**src/rtl/ch1_shift_data_pkg.sv**
```systemverilog
// Notes on behaviour
// - Halt mode: no shifting, low power
// - Three-wire full-duplex 8-bit block transfer
// - Most significant bit always sent first
// - Mode register resets to all zeros
// - Enable bit alone writable separately
// - Clock select: external, /16, /8; 01 reserved
// - Enable 0: no shift, counter cleared, flag held
// - Enable 1: shifting, counting, flag may set
// - Shift register write starts a transfer
// - Serialise out, collect in, read in parallel
// - Shift data not cleared by reset
// - Stop after eight bits until next start
// - Start needs enable and idle serial clock
// - Enabling after data write starts nothing
// - Shift on falling, sample on rising edge
// - Eighth bit ends transfer, sets end flag
// - Reset gives halt mode, pins input only
package ch1_shift_data_pkg;
  // Register indices on the plain register port
  localparam int ADDR_W = 3;
  localparam logic [ADDR_W-1:0] OFS_MODE = 3'h0;
  localparam logic [ADDR_W-1:0] OFS_DATA = 3'h1;
  localparam logic [ADDR_W-1:0] OFS_ENABLE = 3'h2;
  localparam logic [ADDR_W-1:0] OFS_IRQ_STATUS = 3'h3;
  localparam logic [ADDR_W-1:0] OFS_IRQ_MASK = 3'h4;
  localparam logic [ADDR_W-1:0] OFS_STATE = 3'h5;
  // Mode register layout
  localparam int MODE_EN_BIT = 7;
  localparam int CKSEL_HI_BIT = 1;
  localparam int CKSEL_LO_BIT = 0;
  localparam logic [7:0] MODE_RESET = 8'h00;
  // Clock select codes
  localparam logic [1:0] CKSEL_EXT = 2'h0;
  localparam logic [1:0] CKSEL_DIV16 = 2'h2;
  localparam logic [1:0] CKSEL_DIV8 = 2'h3;
  // Half-period terminal counts of the divider (8 and 4 clocks)
  localparam logic [2:0] HALF_DIV16 = 3'h7;
  localparam logic [2:0] HALF_DIV8 = 3'h3;
  // Index of the last bit of a block
  localparam logic [2:0] LAST_BIT = 3'h7;
  // Status and state bit positions
  localparam int ST_END_BIT = 0;
  localparam int ST_BUSY_BIT = 1;
  localparam int ST_SCK_BIT = 2;
  // Transfer state
  typedef enum logic {XFER_IDLE, XFER_RUN} xfer_state_t;
endpackage : ch1_shift_data_pkg

```
**src/rtl/ch1_shift_data_channel.sv**
```systemverilog
// Added by the designer: the strobed register port and the register addresses.
`timescale 1ns/10ps
`default_nettype none
module ch1_shift_data_channel
  import ch1_shift_data_pkg::*;
(
  // Clock and reset
  input wire logic MCLK_I,
  input wire logic RSTN_I,
  // Register port
  input wire logic [ADDR_W-1:0] ADDR_I,
  input wire logic [7:0] WDATA_I,
  input wire logic WR_I,
  input wire logic RD_I,
  output logic [7:0] RDATA_O,
  // Interrupt
  output logic IRQ_O,
  // Serial clock pin
  input wire logic SCK_I,
  output logic SCK_O,
  output logic SCK_OE_O,
  // Serial data pins
  input wire logic SI_I,
  output logic SO_O,
  output logic SO_OE_O
);

  // Mode register fields
  logic ch1_enable_bit;
  logic [1:0] clock_select;
  logic next_enable;
  logic [1:0] next_clock_select;

  // Shift data, never reset so contents survive a reset
  logic [7:0] ch1_shift_data;
  logic [7:0] next_shift_data;

  // Transfer control
  xfer_state_t xfer_state;
  xfer_state_t next_xfer_state;
  logic [2:0] bit_cnt;
  logic [2:0] next_bit_cnt;
  logic [2:0] div_cnt;
  logic [2:0] next_div_cnt;
  logic sck_int;
  logic next_sck_int;
  logic so_latch;
  logic next_so_latch;

  // Interrupt status and mask
  logic transfer_end_flag;
  logic next_end_flag;
  logic irq_mask;
  logic next_irq_mask;
  logic next_irq;

  // Read data and pin enables
  logic [7:0] next_rdata;
  logic next_sck_oe;
  logic next_so_oe;

  // Pin synchronisers, three stages each
  logic [2:0] sck_sync;
  logic [2:0] si_sync;
  logic sck_level;
  logic si_level;
  logic next_sck_level;
  logic next_si_level;

  // Decoded strobes and events
  logic wr_mode;
  logic wr_data;
  logic wr_enable;
  logic rd_status;
  logic internal_clk;
  logic ext_clk;
  logic sck_idle;
  logic fall_evt;
  logic rise_evt;
  logic start;

  // Pin sampling: a change counts once stages two and three agree
  always_comb begin
    next_sck_level = sck_level;
    next_si_level = si_level;
    if (sck_sync[1] == sck_sync[2]) begin
      next_sck_level = sck_sync[2];
    end
    if (si_sync[1] == si_sync[2]) begin
      next_si_level = si_sync[2];
    end
  end

  always_ff @(posedge MCLK_I) begin
    if (!RSTN_I) begin
      sck_sync <= 3'h7;
      si_sync <= 3'h0;
      sck_level <= 1'b1;
      si_level <= 1'b0;
    end else begin
      sck_sync <= {sck_sync[1:0], SCK_I};
      si_sync <= {si_sync[1:0], SI_I};
      sck_level <= next_sck_level;
      si_level <= next_si_level;
    end
  end

  // Address decode; unmapped addresses write nothing
  assign wr_mode = WR_I && (ADDR_I == OFS_MODE);
  assign wr_data = WR_I && (ADDR_I == OFS_DATA);
  assign wr_enable = WR_I && (ADDR_I == OFS_ENABLE);
  assign rd_status = RD_I && (ADDR_I == OFS_IRQ_STATUS);

  // Clock source; reserved code 01 gives no clock at all
  assign internal_clk = (clock_select == CKSEL_DIV16) || (clock_select == CKSEL_DIV8);
  assign ext_clk = (clock_select == CKSEL_EXT);

  // Terminal count of the divider for the selected rate
  function automatic logic [2:0] half_count(input logic [1:0] sel);
    half_count = (sel == CKSEL_DIV8) ? HALF_DIV8 : HALF_DIV16;
  endfunction : half_count

  // Clock edges: divider toggles, or filtered pin edges
  // edge selection
  assign fall_evt = internal_clk ? (div_cnt == half_count(clock_select)) && sck_int
                  : ext_clk && sck_level && !next_sck_level;
  assign rise_evt = internal_clk ? (div_cnt == half_count(clock_select)) && !sck_int
                  : ext_clk && !sck_level && next_sck_level;

  assign sck_idle = (xfer_state == XFER_IDLE) && (internal_clk || sck_level);
  assign start = wr_data && ch1_enable_bit && sck_idle;

  // Mode register next values
  always_comb begin
    next_enable = ch1_enable_bit;
    next_clock_select = clock_select;
    if (wr_mode) begin
      next_enable = WDATA_I[MODE_EN_BIT];
      next_clock_select = {WDATA_I[CKSEL_HI_BIT], WDATA_I[CKSEL_LO_BIT]};
    end else if (wr_enable) begin
      next_enable = WDATA_I[MODE_EN_BIT];
    end
  end

  // Transfer engine next values
  always_comb begin
    next_xfer_state = xfer_state;
    next_bit_cnt = bit_cnt;
    next_div_cnt = div_cnt;
    next_sck_int = sck_int;
    next_so_latch = so_latch;
    next_shift_data = ch1_shift_data;
    next_end_flag = transfer_end_flag;
    case (xfer_state)
      XFER_IDLE: begin
        next_div_cnt = 3'h0;
        next_sck_int = 1'b1;
        if (wr_data && !ch1_enable_bit) begin
          next_shift_data = WDATA_I;
        end else if (start) begin
          next_shift_data = WDATA_I;
          next_bit_cnt = 3'h0;
          next_xfer_state = XFER_RUN;
        end else if (wr_data) begin
          // Clock low on the pin: keep the data, wait for a new write
          next_shift_data = WDATA_I;
        end
      end
      XFER_RUN: begin
        if (internal_clk) begin
          next_div_cnt = 3'(div_cnt + 3'h1);
          if (fall_evt || rise_evt) begin
            next_div_cnt = 3'h0;
            next_sck_int = !sck_int;
          end
        end
        if (fall_evt) begin
          next_so_latch = ch1_shift_data[7];
        end
        if (rise_evt) begin
          // Settled level taken one clock early: at /8 the pin filter
          // lags almost a full half period behind the peer's change
          next_shift_data = {ch1_shift_data[6:0], next_si_level};
          next_bit_cnt = 3'(bit_cnt + 3'h1);
          if (bit_cnt == LAST_BIT) begin
            next_xfer_state = XFER_IDLE;
            next_bit_cnt = 3'h0;
          end
        end
      end
      default: begin
        next_xfer_state = XFER_IDLE;
      end
    endcase
    // Read of status clears the flag; a new end event wins
    if (rd_status) begin
      next_end_flag = 1'b0;
    end
    if ((xfer_state == XFER_RUN) && rise_evt && (bit_cnt == LAST_BIT)) begin
      next_end_flag = 1'b1;
    end
    if (!ch1_enable_bit) begin
      next_xfer_state = XFER_IDLE;
      next_bit_cnt = 3'h0;
      next_div_cnt = 3'h0;
      next_sck_int = 1'b1;
      next_end_flag = rd_status ? 1'b0 : transfer_end_flag;
    end
  end

  // Interrupt mask, read data, pin drive next values
  always_comb begin
    next_irq_mask = irq_mask;
    if (WR_I && (ADDR_I == OFS_IRQ_MASK)) begin
      next_irq_mask = WDATA_I[ST_END_BIT];
    end
    next_irq = next_end_flag && next_irq_mask;
    next_rdata = 8'h00;
    if (RD_I) begin
      case (ADDR_I)
        OFS_DATA: next_rdata = ch1_shift_data;
        OFS_IRQ_STATUS: next_rdata[ST_END_BIT] = transfer_end_flag;
        OFS_IRQ_MASK: next_rdata[ST_END_BIT] = irq_mask;
        OFS_STATE: begin
          next_rdata[ST_END_BIT] = transfer_end_flag;
          next_rdata[ST_BUSY_BIT] = (xfer_state == XFER_RUN);
          next_rdata[ST_SCK_BIT] = internal_clk ? sck_int : sck_level;
        end
        // Mode register is write-only and reads zero
        default: next_rdata = 8'h00;
      endcase
    end
    next_sck_oe = next_enable && (next_clock_select == CKSEL_DIV16 || next_clock_select == CKSEL_DIV8);
    next_so_oe = next_enable;
  end

  // Registers; shift data has no reset on purpose
  always_ff @(posedge MCLK_I) begin
    ch1_shift_data <= next_shift_data;
    if (!RSTN_I) begin
      ch1_enable_bit <= MODE_RESET[MODE_EN_BIT];
      clock_select <= {MODE_RESET[CKSEL_HI_BIT], MODE_RESET[CKSEL_LO_BIT]};
      xfer_state <= XFER_IDLE;
      bit_cnt <= 3'h0;
      div_cnt <= 3'h0;
      sck_int <= 1'b1;
      so_latch <= 1'b1;
      transfer_end_flag <= 1'b0;
      irq_mask <= 1'b0;
      IRQ_O <= 1'b0;
      RDATA_O <= 8'h00;
      SCK_O <= 1'b1;
      SCK_OE_O <= 1'b0;
      SO_O <= 1'b1;
      SO_OE_O <= 1'b0;
    end else begin
      ch1_enable_bit <= next_enable;
      clock_select <= next_clock_select;
      xfer_state <= next_xfer_state;
      bit_cnt <= next_bit_cnt;
      div_cnt <= next_div_cnt;
      sck_int <= next_sck_int;
      so_latch <= next_so_latch;
      transfer_end_flag <= next_end_flag;
      irq_mask <= next_irq_mask;
      IRQ_O <= next_irq;
      RDATA_O <= next_rdata;
      SCK_O <= next_sck_int;
      SCK_OE_O <= next_sck_oe;
      SO_O <= next_so_latch;
      SO_OE_O <= next_so_oe;
    end
  end

  // Checks
  // reset clears mode
  reset_mode_a: assert property (@(posedge MCLK_I)
    !RSTN_I |=> !ch1_enable_bit && clock_select == CKSEL_EXT && !SO_OE_O && !SCK_OE_O)
    else $error("mode not cleared by reset");

  halt_idle_a: assert property (@(posedge MCLK_I) disable iff (!RSTN_I)
    !ch1_enable_bit |=> xfer_state == XFER_IDLE && bit_cnt == 3'h0 && div_cnt == 3'h0)
    else $error("engine active while halted");

  start_xfer_a: assert property (@(posedge MCLK_I) disable iff (!RSTN_I)
    wr_data && ch1_enable_bit && xfer_state == XFER_IDLE && (internal_clk || sck_level) && !wr_mode && !wr_enable
    |=> xfer_state == XFER_RUN && ch1_shift_data == $past(WDATA_I))
    else $error("write did not start transfer");

  no_late_start_a: assert property (@(posedge MCLK_I) disable iff (!RSTN_I)
    xfer_state == XFER_IDLE && !wr_data ##1 !wr_data |=> xfer_state == XFER_IDLE)
    else $error("transfer started without write");

  no_restart_a: assert property (@(posedge MCLK_I) disable iff (!RSTN_I)
    xfer_state == XFER_RUN && wr_data && ch1_enable_bit && !rise_evt |=> bit_cnt == $past(bit_cnt))
    else $error("busy write disturbed bit count");

  eighth_bit_a: assert property (@(posedge MCLK_I) disable iff (!RSTN_I)
    xfer_state == XFER_RUN && ch1_enable_bit && rise_evt && bit_cnt == LAST_BIT
    |=> transfer_end_flag && xfer_state == XFER_IDLE ##1 IRQ_O == (transfer_end_flag && irq_mask))
    else $error("eighth bit did not end transfer");

  msb_out_a: assert property (@(posedge MCLK_I) disable iff (!RSTN_I)
    xfer_state == XFER_RUN && ch1_enable_bit && fall_evt |=> so_latch == $past(ch1_shift_data[7]) ##1 SO_O == $past(so_latch))
    else $error("output bit not the top bit");

  rx_sample_a: assert property (@(posedge MCLK_I) disable iff (!RSTN_I)
    xfer_state == XFER_RUN && ch1_enable_bit && rise_evt |=> ch1_shift_data[0] == $past(next_si_level))
    else $error("input bit not sampled");

  halt_hold_a: assert property (@(posedge MCLK_I) disable iff (!RSTN_I)
    !ch1_enable_bit && !wr_data |=> ch1_shift_data == $past(ch1_shift_data))
    else $error("data shifted while halted");
  link_drive_a: assert property (@(posedge MCLK_I) disable iff (!RSTN_I)
    xfer_state == XFER_RUN && ch1_enable_bit && internal_clk |-> SCK_OE_O && SO_OE_O)
    else $error("link pins not driven in transfer");
  enable_only_a: assert property (@(posedge MCLK_I) disable iff (!RSTN_I)
    wr_enable |=> clock_select == $past(clock_select) && ch1_enable_bit == $past(WDATA_I[MODE_EN_BIT]))
    else $error("enable write touched other fields");
  reserved_quiet_a: assert property (@(posedge MCLK_I) disable iff (!RSTN_I)
    !internal_clk && !ext_clk |-> !fall_evt && !rise_evt)
    else $error("reserved clock code produced edges");
  sck_dir_a: assert property (@(posedge MCLK_I) disable iff (!RSTN_I)
    SCK_OE_O == (ch1_enable_bit && internal_clk))
    else $error("clock pin direction wrong");
  end_held_a: assert property (@(posedge MCLK_I) disable iff (!RSTN_I)
    !ch1_enable_bit && !rd_status |=> transfer_end_flag == $past(transfer_end_flag))
    else $error("end flag changed while halted");
  so_enable_a: assert property (@(posedge MCLK_I) disable iff (!RSTN_I)
    SO_OE_O == ch1_enable_bit)
    else $error("data pin enable wrong");
  keep_data_a: assert property (@(posedge MCLK_I)
    !RSTN_I && xfer_state == XFER_IDLE && !wr_data |=> ch1_shift_data == $past(ch1_shift_data))
    else $error("reset disturbed idle data");
  stay_idle_a: assert property (@(posedge MCLK_I) disable iff (!RSTN_I)
    xfer_state == XFER_IDLE && !start |=> xfer_state == XFER_IDLE)
    else $error("left idle without a start");
  edge_only_a: assert property (@(posedge MCLK_I) disable iff (!RSTN_I)
    xfer_state == XFER_RUN && ch1_enable_bit && !rise_evt |=> ch1_shift_data == $past(ch1_shift_data))
    else $error("data changed off a rising edge");
  reset_pins_a: assert property (@(posedge MCLK_I)
    !RSTN_I |=> SO_O && SCK_O && !IRQ_O && RDATA_O == 8'h00)
    else $error("pins not at reset levels");

endmodule : ch1_shift_data_channel
`default_nettype wire

```
**config.mk**
```make
export PLATFORM = sky130hd
export DESIGN_NAME = ch1_shift_data_channel
export DESIGN_NICKNAME = d
export VERILOG_FILES = /design/src/rtl/ch1_shift_data_pkg.sv /design/src/rtl/ch1_shift_data_channel.sv
export SDC_FILE = /design/constraint.sdc
export NUM_CORES = 1
export LEC_CHECK = 0
export ABC_AREA = 1
export BUFFER_PORTS_ARGS = -buffer_cell sky130_fd_sc_hd__buf_2
export CORE_AREA = 2 2 54 68
export DETAILED_ROUTE_END_ITERATION = 8
export DIE_AREA = 0 0 56 70
export MAX_ROUTING_LAYER = met4
export PLACE_DENSITY = 0.73
export SYNTH_ARGS = -nofsm -noshare
export SYNTH_HDL_FRONTEND = slang
export SYNTH_SLANG_ARGS = --single-unit
```
**constraint.sdc**
```tcl
create_clock -name MCLK_I -period 2.8 [get_ports MCLK_I]
set_input_delay 0.7 -clock MCLK_I [delete_from_list [all_inputs] [get_ports MCLK_I]]
set_output_delay 0.7 -clock MCLK_I [all_outputs]
set_load 0.02 [all_outputs]
```
==> results of run 1 <==
[sequential cells by signal (all words and copies together) (netlist names), 3 cells and up, named ones only]
| register | cells |
|---|---|
| RDATA_O | 8 |
| div_cnt | 3 |
| bit_cnt | 3 |
| si_sync | 3 |
| sck_sync | 3 |
| ch1_shift_data | 8 |
[worst max-delay path, stage by stage (launching register included)]
cell and delay [ns]:
dfxtp_1 0.57, inv_2 0.08, nor2_4 0.16, nand4_4 0.13, nand3_2 0.12, o21ai_0 0.09
inv_1 0.24
[per-layer routing]
layer	vias to the layer above	routed length, µm
li1	700	-
met2	36	1526
met3	5	190
met5	-	0
met1	602	1281
met4	0	65
[cell families after synthesis]
family | count (synthesis)
compound gates | 28
xor+xnor | 2
fa+ha+maj | 3
buf+inv | 37
simple gates | 91
flops | 40
[power by group]
| part | internal, W | switching (W) |
|---|---|---|
| logic | 0.0000207 | 0.0000318 |
| clock network | 0.000173 | 0.000195 |
| registers | 0.000596 | 0.00000607 |
| total | 0.000790 | 0.000233 |
[per-stage QoR]
| stage | hold slack (ns) | utilization (%) |
|---|---|---|
| floorplan | 0.3905 | - |
| global placement | 0.3972 | 55.84 |
| detailed placement | 0.4074 | 55.84 |
| CTS | 0.4255 | 58.33 |
| global route | 0.4412 | 58.33 |
| finish | 0.4209 | 58.33 |
[cells in the final DEF, fill, tap and decap left out, types with 2 or more instances in the layout]
| cell type | netlist | routed |
|---|---|---|
| nand2_1 | 42 | 42 |
| dfxtp_1 | 32 | 32 |
| inv_1 | 31 | 31 |
| buf_2 | 2 | 29 |
| nor2_1 | 18 | 18 |
| o21ai_0 | 13 | 13 |
| nand3_1 | 9 | 9 |
| a21oi_1 | 8 | 8 |
| edfxtp_1 | 8 | 8 |
| clkbuf_8 | 0 | 5 |
| nand2_2 | 3 | 3 |
| or2_2 | 3 | 3 |
| nor3_1 | 3 | 3 |
| ha_1 | 3 | 3 |
| nor2_4 | 2 | 2 |
| nand4_2 | 2 | 2 |
| nand4_1 | 2 | 2 |
| xor2_1 | 2 | 2 |
[worst min path at each step]
| stage | end | slack [ns] |
|---|---|---|
| after floorplan | si_sync[1] | 0.39 |
| after global placement | si_sync[1] | 0.40 |
| after detailed placement | sck_sync[1] | 0.41 |
| after CTS | sck_sync[1] | 0.43 |
| after global routing | si_sync[1] | 0.44 |
| final | sck_sync[1] | 0.42 |
[layout make-up]
cell class                 count  area share (%)
clock buffer                   6           3.699
timing repair buffer          29           7.398
tap                           39           2.487
inverter                      32           6.122
clock inverter                 2          0.5740
sequential                    40           44.90
multi-input combinational    124           34.82
==> flow_summary.ini, run 1 <==
[drt]
num_vias = 1343
via_per_inst = 4.938
drtIter0Drc = 36
wirelength_um = 3064
drcViolationCount = 0
ant_nets = 0
wl_per_cell_um = 11.26
drt_pass1_iterations = 5

[clocking]
clkTransAtPathRegs_ns = 0.08
cts_tree = built
cts_sinks = 40
hold_buffers = 0
cts_setup_buffers = 0
post_cts_resized = 0
cts-root-buf = clkbuf_8
clock_latency_ns = 0.30
htree_levels = 2
numCtsBuffers = 5
max-clock-path-buffers = 2

[synthesis]
ys_types = 34
synth_top_area_share_pct = 37.16
syn_area_um2 = 1724
synth_top_family_by_area = simple AND/OR/NAND/NOR gates
synth-edff-count = 8
synth_compound_area_share_pct = 9.652
synth_xor_area_share_pct = 1.016
synth.area.mux_share_pct = 0
synth_nets = 221
synth_commonest_cells = 42 x nand2_1, 32 x dfxtp_1, 31 x inv_1
synth_warnings = 0
synth_ff_type = dfxtp_1
async_flop_share_pct = 0
synth_most_common_cell = nand2_1
synth_cells = 201
synth-seq-cells = 40
synth_area_leaders = dfxtp_1 37%, edfxtp_1 14%, nand2_1 9.1%, inv_1 6.7%, nor2_1 3.9%
synth_seq_area_share_pct = 51.09
syn_area_per_cell_um2 = 8.578
yosys.area_share.simple_pct = 26.78
synth-adder-area-share_pct = 2.177
synth_area_leader_cell = dfxtp_1

[cells_and_area]
final_area_um2 = 1962
final_nets = 252
n_antenna_cell = 0
drive_above_1_share_pct = 22.75
fillers = 337
syn_to_final_growth_pct = 13.79
stdcell_count = 272
seq_area_um2 = 880.8
multi_input_area_um2 = 683.2

[floorplanning]
die_h_um = 70
start_util_pct = 51.26
pin_count = 30
dieArea_um2 = 3920
num_rows = 24
die_w_um = 56
core_um2 = 3363

[grt]
grt_pass1_wl_um = 5340
grt.overflow.total = 0
antenna_found_initial = 0
gr-usage-met3_pct = 6.111
gr-usage-met1_pct = 19.34
grt_pass1_vias = 1294
grt.busiest_layer = met2
globalRouteTotalUtil_pct = 18.25
grt_max_degree = 21
grt_util_met2_pct = 29.67

[timing]
fin_ws_ns = 1.085
min_period_over_period_pct = 61.24
tns_ns = 0
drv_slew = 0
hold_violations = 0
min_period_ns = 1.715
relSlewSlack_pct = 59.64
worst_pin_slew_ns = 0.6048
rsz0062_at_grt = no
setup_viol = 0
fin_worst_skew_ns = 0.008748
max_freq_mhz = 583.2

[placed_design]
place_area_um2 = 1878
dp.cells = 264
detailed_place_hpwl_um = 2300
place_ws_ns = 0.9459
gp_congestion = 0.9024
place.port_buffers = 29

[critical_path]
critPathKind = register to register
crit_end = ch1_shift_data[7]
startpoint_type = register
cp.required_ns = 2.77
end_kind = register
crit_path_max_fanout = 8
arrival_ns = 1.69
reg2reg_from = clock_select[1]
worstSetupStartpoint = clock_select[1]
r2r_slack_ns = 1.09
reg2reg_to = ch1_shift_data[7]
rr_worst_depth = 6

[job]
maxCapViolCount = 0

[pwr]
vdd_drop_max_uv = 392.7
power_w = 0.001023
powerDensity_nw_per_um2 = 521.4
cellLeakagePower_nw = 0.9657

[min_path]
hold_path_depth = 1
hold_path.startpoint = sck_sync[0]
hold_class = register to register

[status]
status = finished clean
Power figures use the tool's default switching activity.
==> inputs of run 2 (changes only) <==
--- a/config.mk
+++ b/config.mk
@@ -7,11 +7,11 @@
 export LEC_CHECK = 0
 export ABC_AREA = 1
 export BUFFER_PORTS_ARGS = -buffer_cell sky130_fd_sc_hd__buf_2
-export CORE_AREA = 2 2 54 68
+export CORE_AREA = 2 2 57 72
 export DETAILED_ROUTE_END_ITERATION = 8
-export DIE_AREA = 0 0 56 70
+export DIE_AREA = 0 0 59 74
 export MAX_ROUTING_LAYER = met4
-export PLACE_DENSITY = 0.73
+export PLACE_DENSITY = 0.68
 export SYNTH_ARGS = -nofsm -noshare
 export SYNTH_HDL_FRONTEND = slang
 export SYNTH_SLANG_ARGS = --single-unit
==> constraint.sdc (replaced) <==
create_clock -name MCLK_I -period 1.43 [get_ports MCLK_I]
set_input_delay 0.3575 -clock MCLK_I [delete_from_list [all_inputs] [get_ports MCLK_I]]
set_output_delay 0.3575 -clock MCLK_I [all_outputs]
set_load 0.02 [all_outputs]
==> run 2 against run 1 <==
Compared with the run above: die area is 11% higher; clock power rose to 2.6 times the previous value; largest power group unchanged; clock skew increased by 0.0018 ns; flip-flop and latch count stayed put; setup slack lost 1.0 ns; via count up 3.2%; global-route usage is 0.21 points higher; wire length rose by 11%; final cell count rose by 5.5%.
==> flow_summary.ini, run 2 (same netlist as run 1, synthesis figures left out) <==
[timing]
fin_worst_skew_ns = 0.01059
fin_ws_ns = 0.07807
min_period_ns = 1.352
worst_pin_slew_ns = 0.4481
hold_violations = 0
min_period_over_period_pct = 94.54
max_freq_mhz = 739.7
setup_viol = 0
relSlewSlack_pct = 70.09
tns_ns = 0
drv_slew = 0
rsz0062_at_grt = no

[placed_design]
place.port_buffers = 29
detailed_place_hpwl_um = 2610
gp_congestion = 0.8688
place_ws_ns = -0.01918

[pwr]
cellLeakagePower_nw = 1.048
vdd_drop_max_uv = 643.6
powerDensity_nw_per_um2 = 1064

[grt]
antenna_found_initial = 0
grt_pass1_vias = 1328
grt_pass1_wl_um = 5740
grt_max_degree = 15
globalRouteTotalUtil_pct = 18.46
grt.overflow.total = 0

[cells_and_area]
layout_commonest_cell = nand2_1
fillers = 353
syn_to_final_growth_pct = 22.28
largestRegisters = RDATA_O (8), ch1_shift_data (8)
layout_common_cells = 42 x nand2_1, 30 x dfxtp_1, 30 x inv_1
drive_above_1_share_pct = 29.15
n_antenna_cell = 0
final_nets = 266

[critical_path]
critical-path-max-stage-delay_ns = 0.35
cp_num_buf_inv = 1
end_kind = register
arrival_ns = 1.35
cp.required_ns = 1.42
critPathKind = register to register
crit_path_max_fanout = 8
crit_family = simple AND/OR/NAND/NOR gates
crit_path_top_delay_cell = dfxtp_2
startpoint_type = register
path_cells = nor2_1, nand4_2, nand3_2, o21ai_0, inv_2

[drt]
via_per_inst = 4.829
drt_pass1_iterations = 4
wirelength_um = 3391
drcViolationCount = 0
drtIter0Drc = 38
ant_nets = 0
num_vias = 1386
wl_per_cell_um = 11.82

[clocking]
cts_sinks = 40
cts_tree = built
clock_latency_ns = 0.30
htree_levels = 2
max-clock-path-buffers = 2
numCtsBuffers = 5
clkTransAtPathRegs_ns = 0.08
cts-root-buf = clkbuf_8

[floorplanning]
core_um2 = 3691
pin_count = 30
dieArea_um2 = 4366
num_rows = 25
start_util_pct = 46.71
die_h_um = 74
die_w_um = 59

[job]
maxCapViolCount = 0

[min_path]
hold_class = input pin to register

[status]
status = finished clean
-- run 2: area by class of cell --
type | count | area, µm² | share of cell area, %
flip-flops and latches | 40 | 885.9 | 42.02
well taps | 40 | 50.05 | 2.374
clock inverters | 2 | 33.78 | 1.602
repair buffers | 43 | 250.2 | 11.87
clock buffers | 6 | 82.58 | 3.917
multi-input cells | 124 | 685.7 | 32.52
inverters | 32 | 120.1 | 5.697
-- run 2: final timing paths --
| check | from | endpoint | slack (ns) | depth (start not counted) |
|---|---|---|---|---|
| max | register | ch1_shift_data[7] | 0.08 | 5 |
| min | SI_I | si_sync[0] | 0.25 | 3 |
| max reg2reg | register | ch1_shift_data[7] | 0.08 | 5 |
| min reg2reg | si_sync[0] | si_sync[1] | 0.42 | 2 |
-- run 2: timing repair --
item,CTS,global route
endpoints found under the setup margin,8,15
gates resized for setup,1,4
endpoints found under the hold margin,0,0
setup buffers,0,0
hold buffers,0,0
-- run 2: per-stage QoR --
step | area (µm²) | power (W) | instances | util, % | hold slack [ns]
4_1_cts | 2101 | 0.002257 | 287 | 56.92 | 0.2419
3_3_place_gp | 1984 | 0.001320 | 279 | 53.76 | 0.3946
3_5_place_dp | 1984 | 0.001323 | 279 | 53.76 | 0.4050
6_report | 2108 | 0.002244 | 287 | 57.12 | 0.2464
2_1_floorplan | 1724 | 0.001267 | 201 | - | 0.3905
5_1_grt | 2108 | 0.002321 | 287 | 57.12 | 0.2426
-- run 2: per-layer routing --
layer  share of wire (%)  GRT usage (%)  vias up
met5                   0              -        -
met4                 2.4          9.091        0
met3                 4.0          5.217        6
met2                  50          31.23       26
met1                  43          19.54      623
li1                    -              -      731
-- run 2: tightest hold or removal path: stages --
cell and delay, ns:
buf_2 0.07, nand2_1 0.04, inv_1 0.04
-- run 2: report_power, final --
group	switching [W]	leakage (nW)	internal, W
clock network	0.000385	0.0588	0.000562
logic	0.0000689	0.656	0.0000506
registers	0.0000105	0.333	0.00117
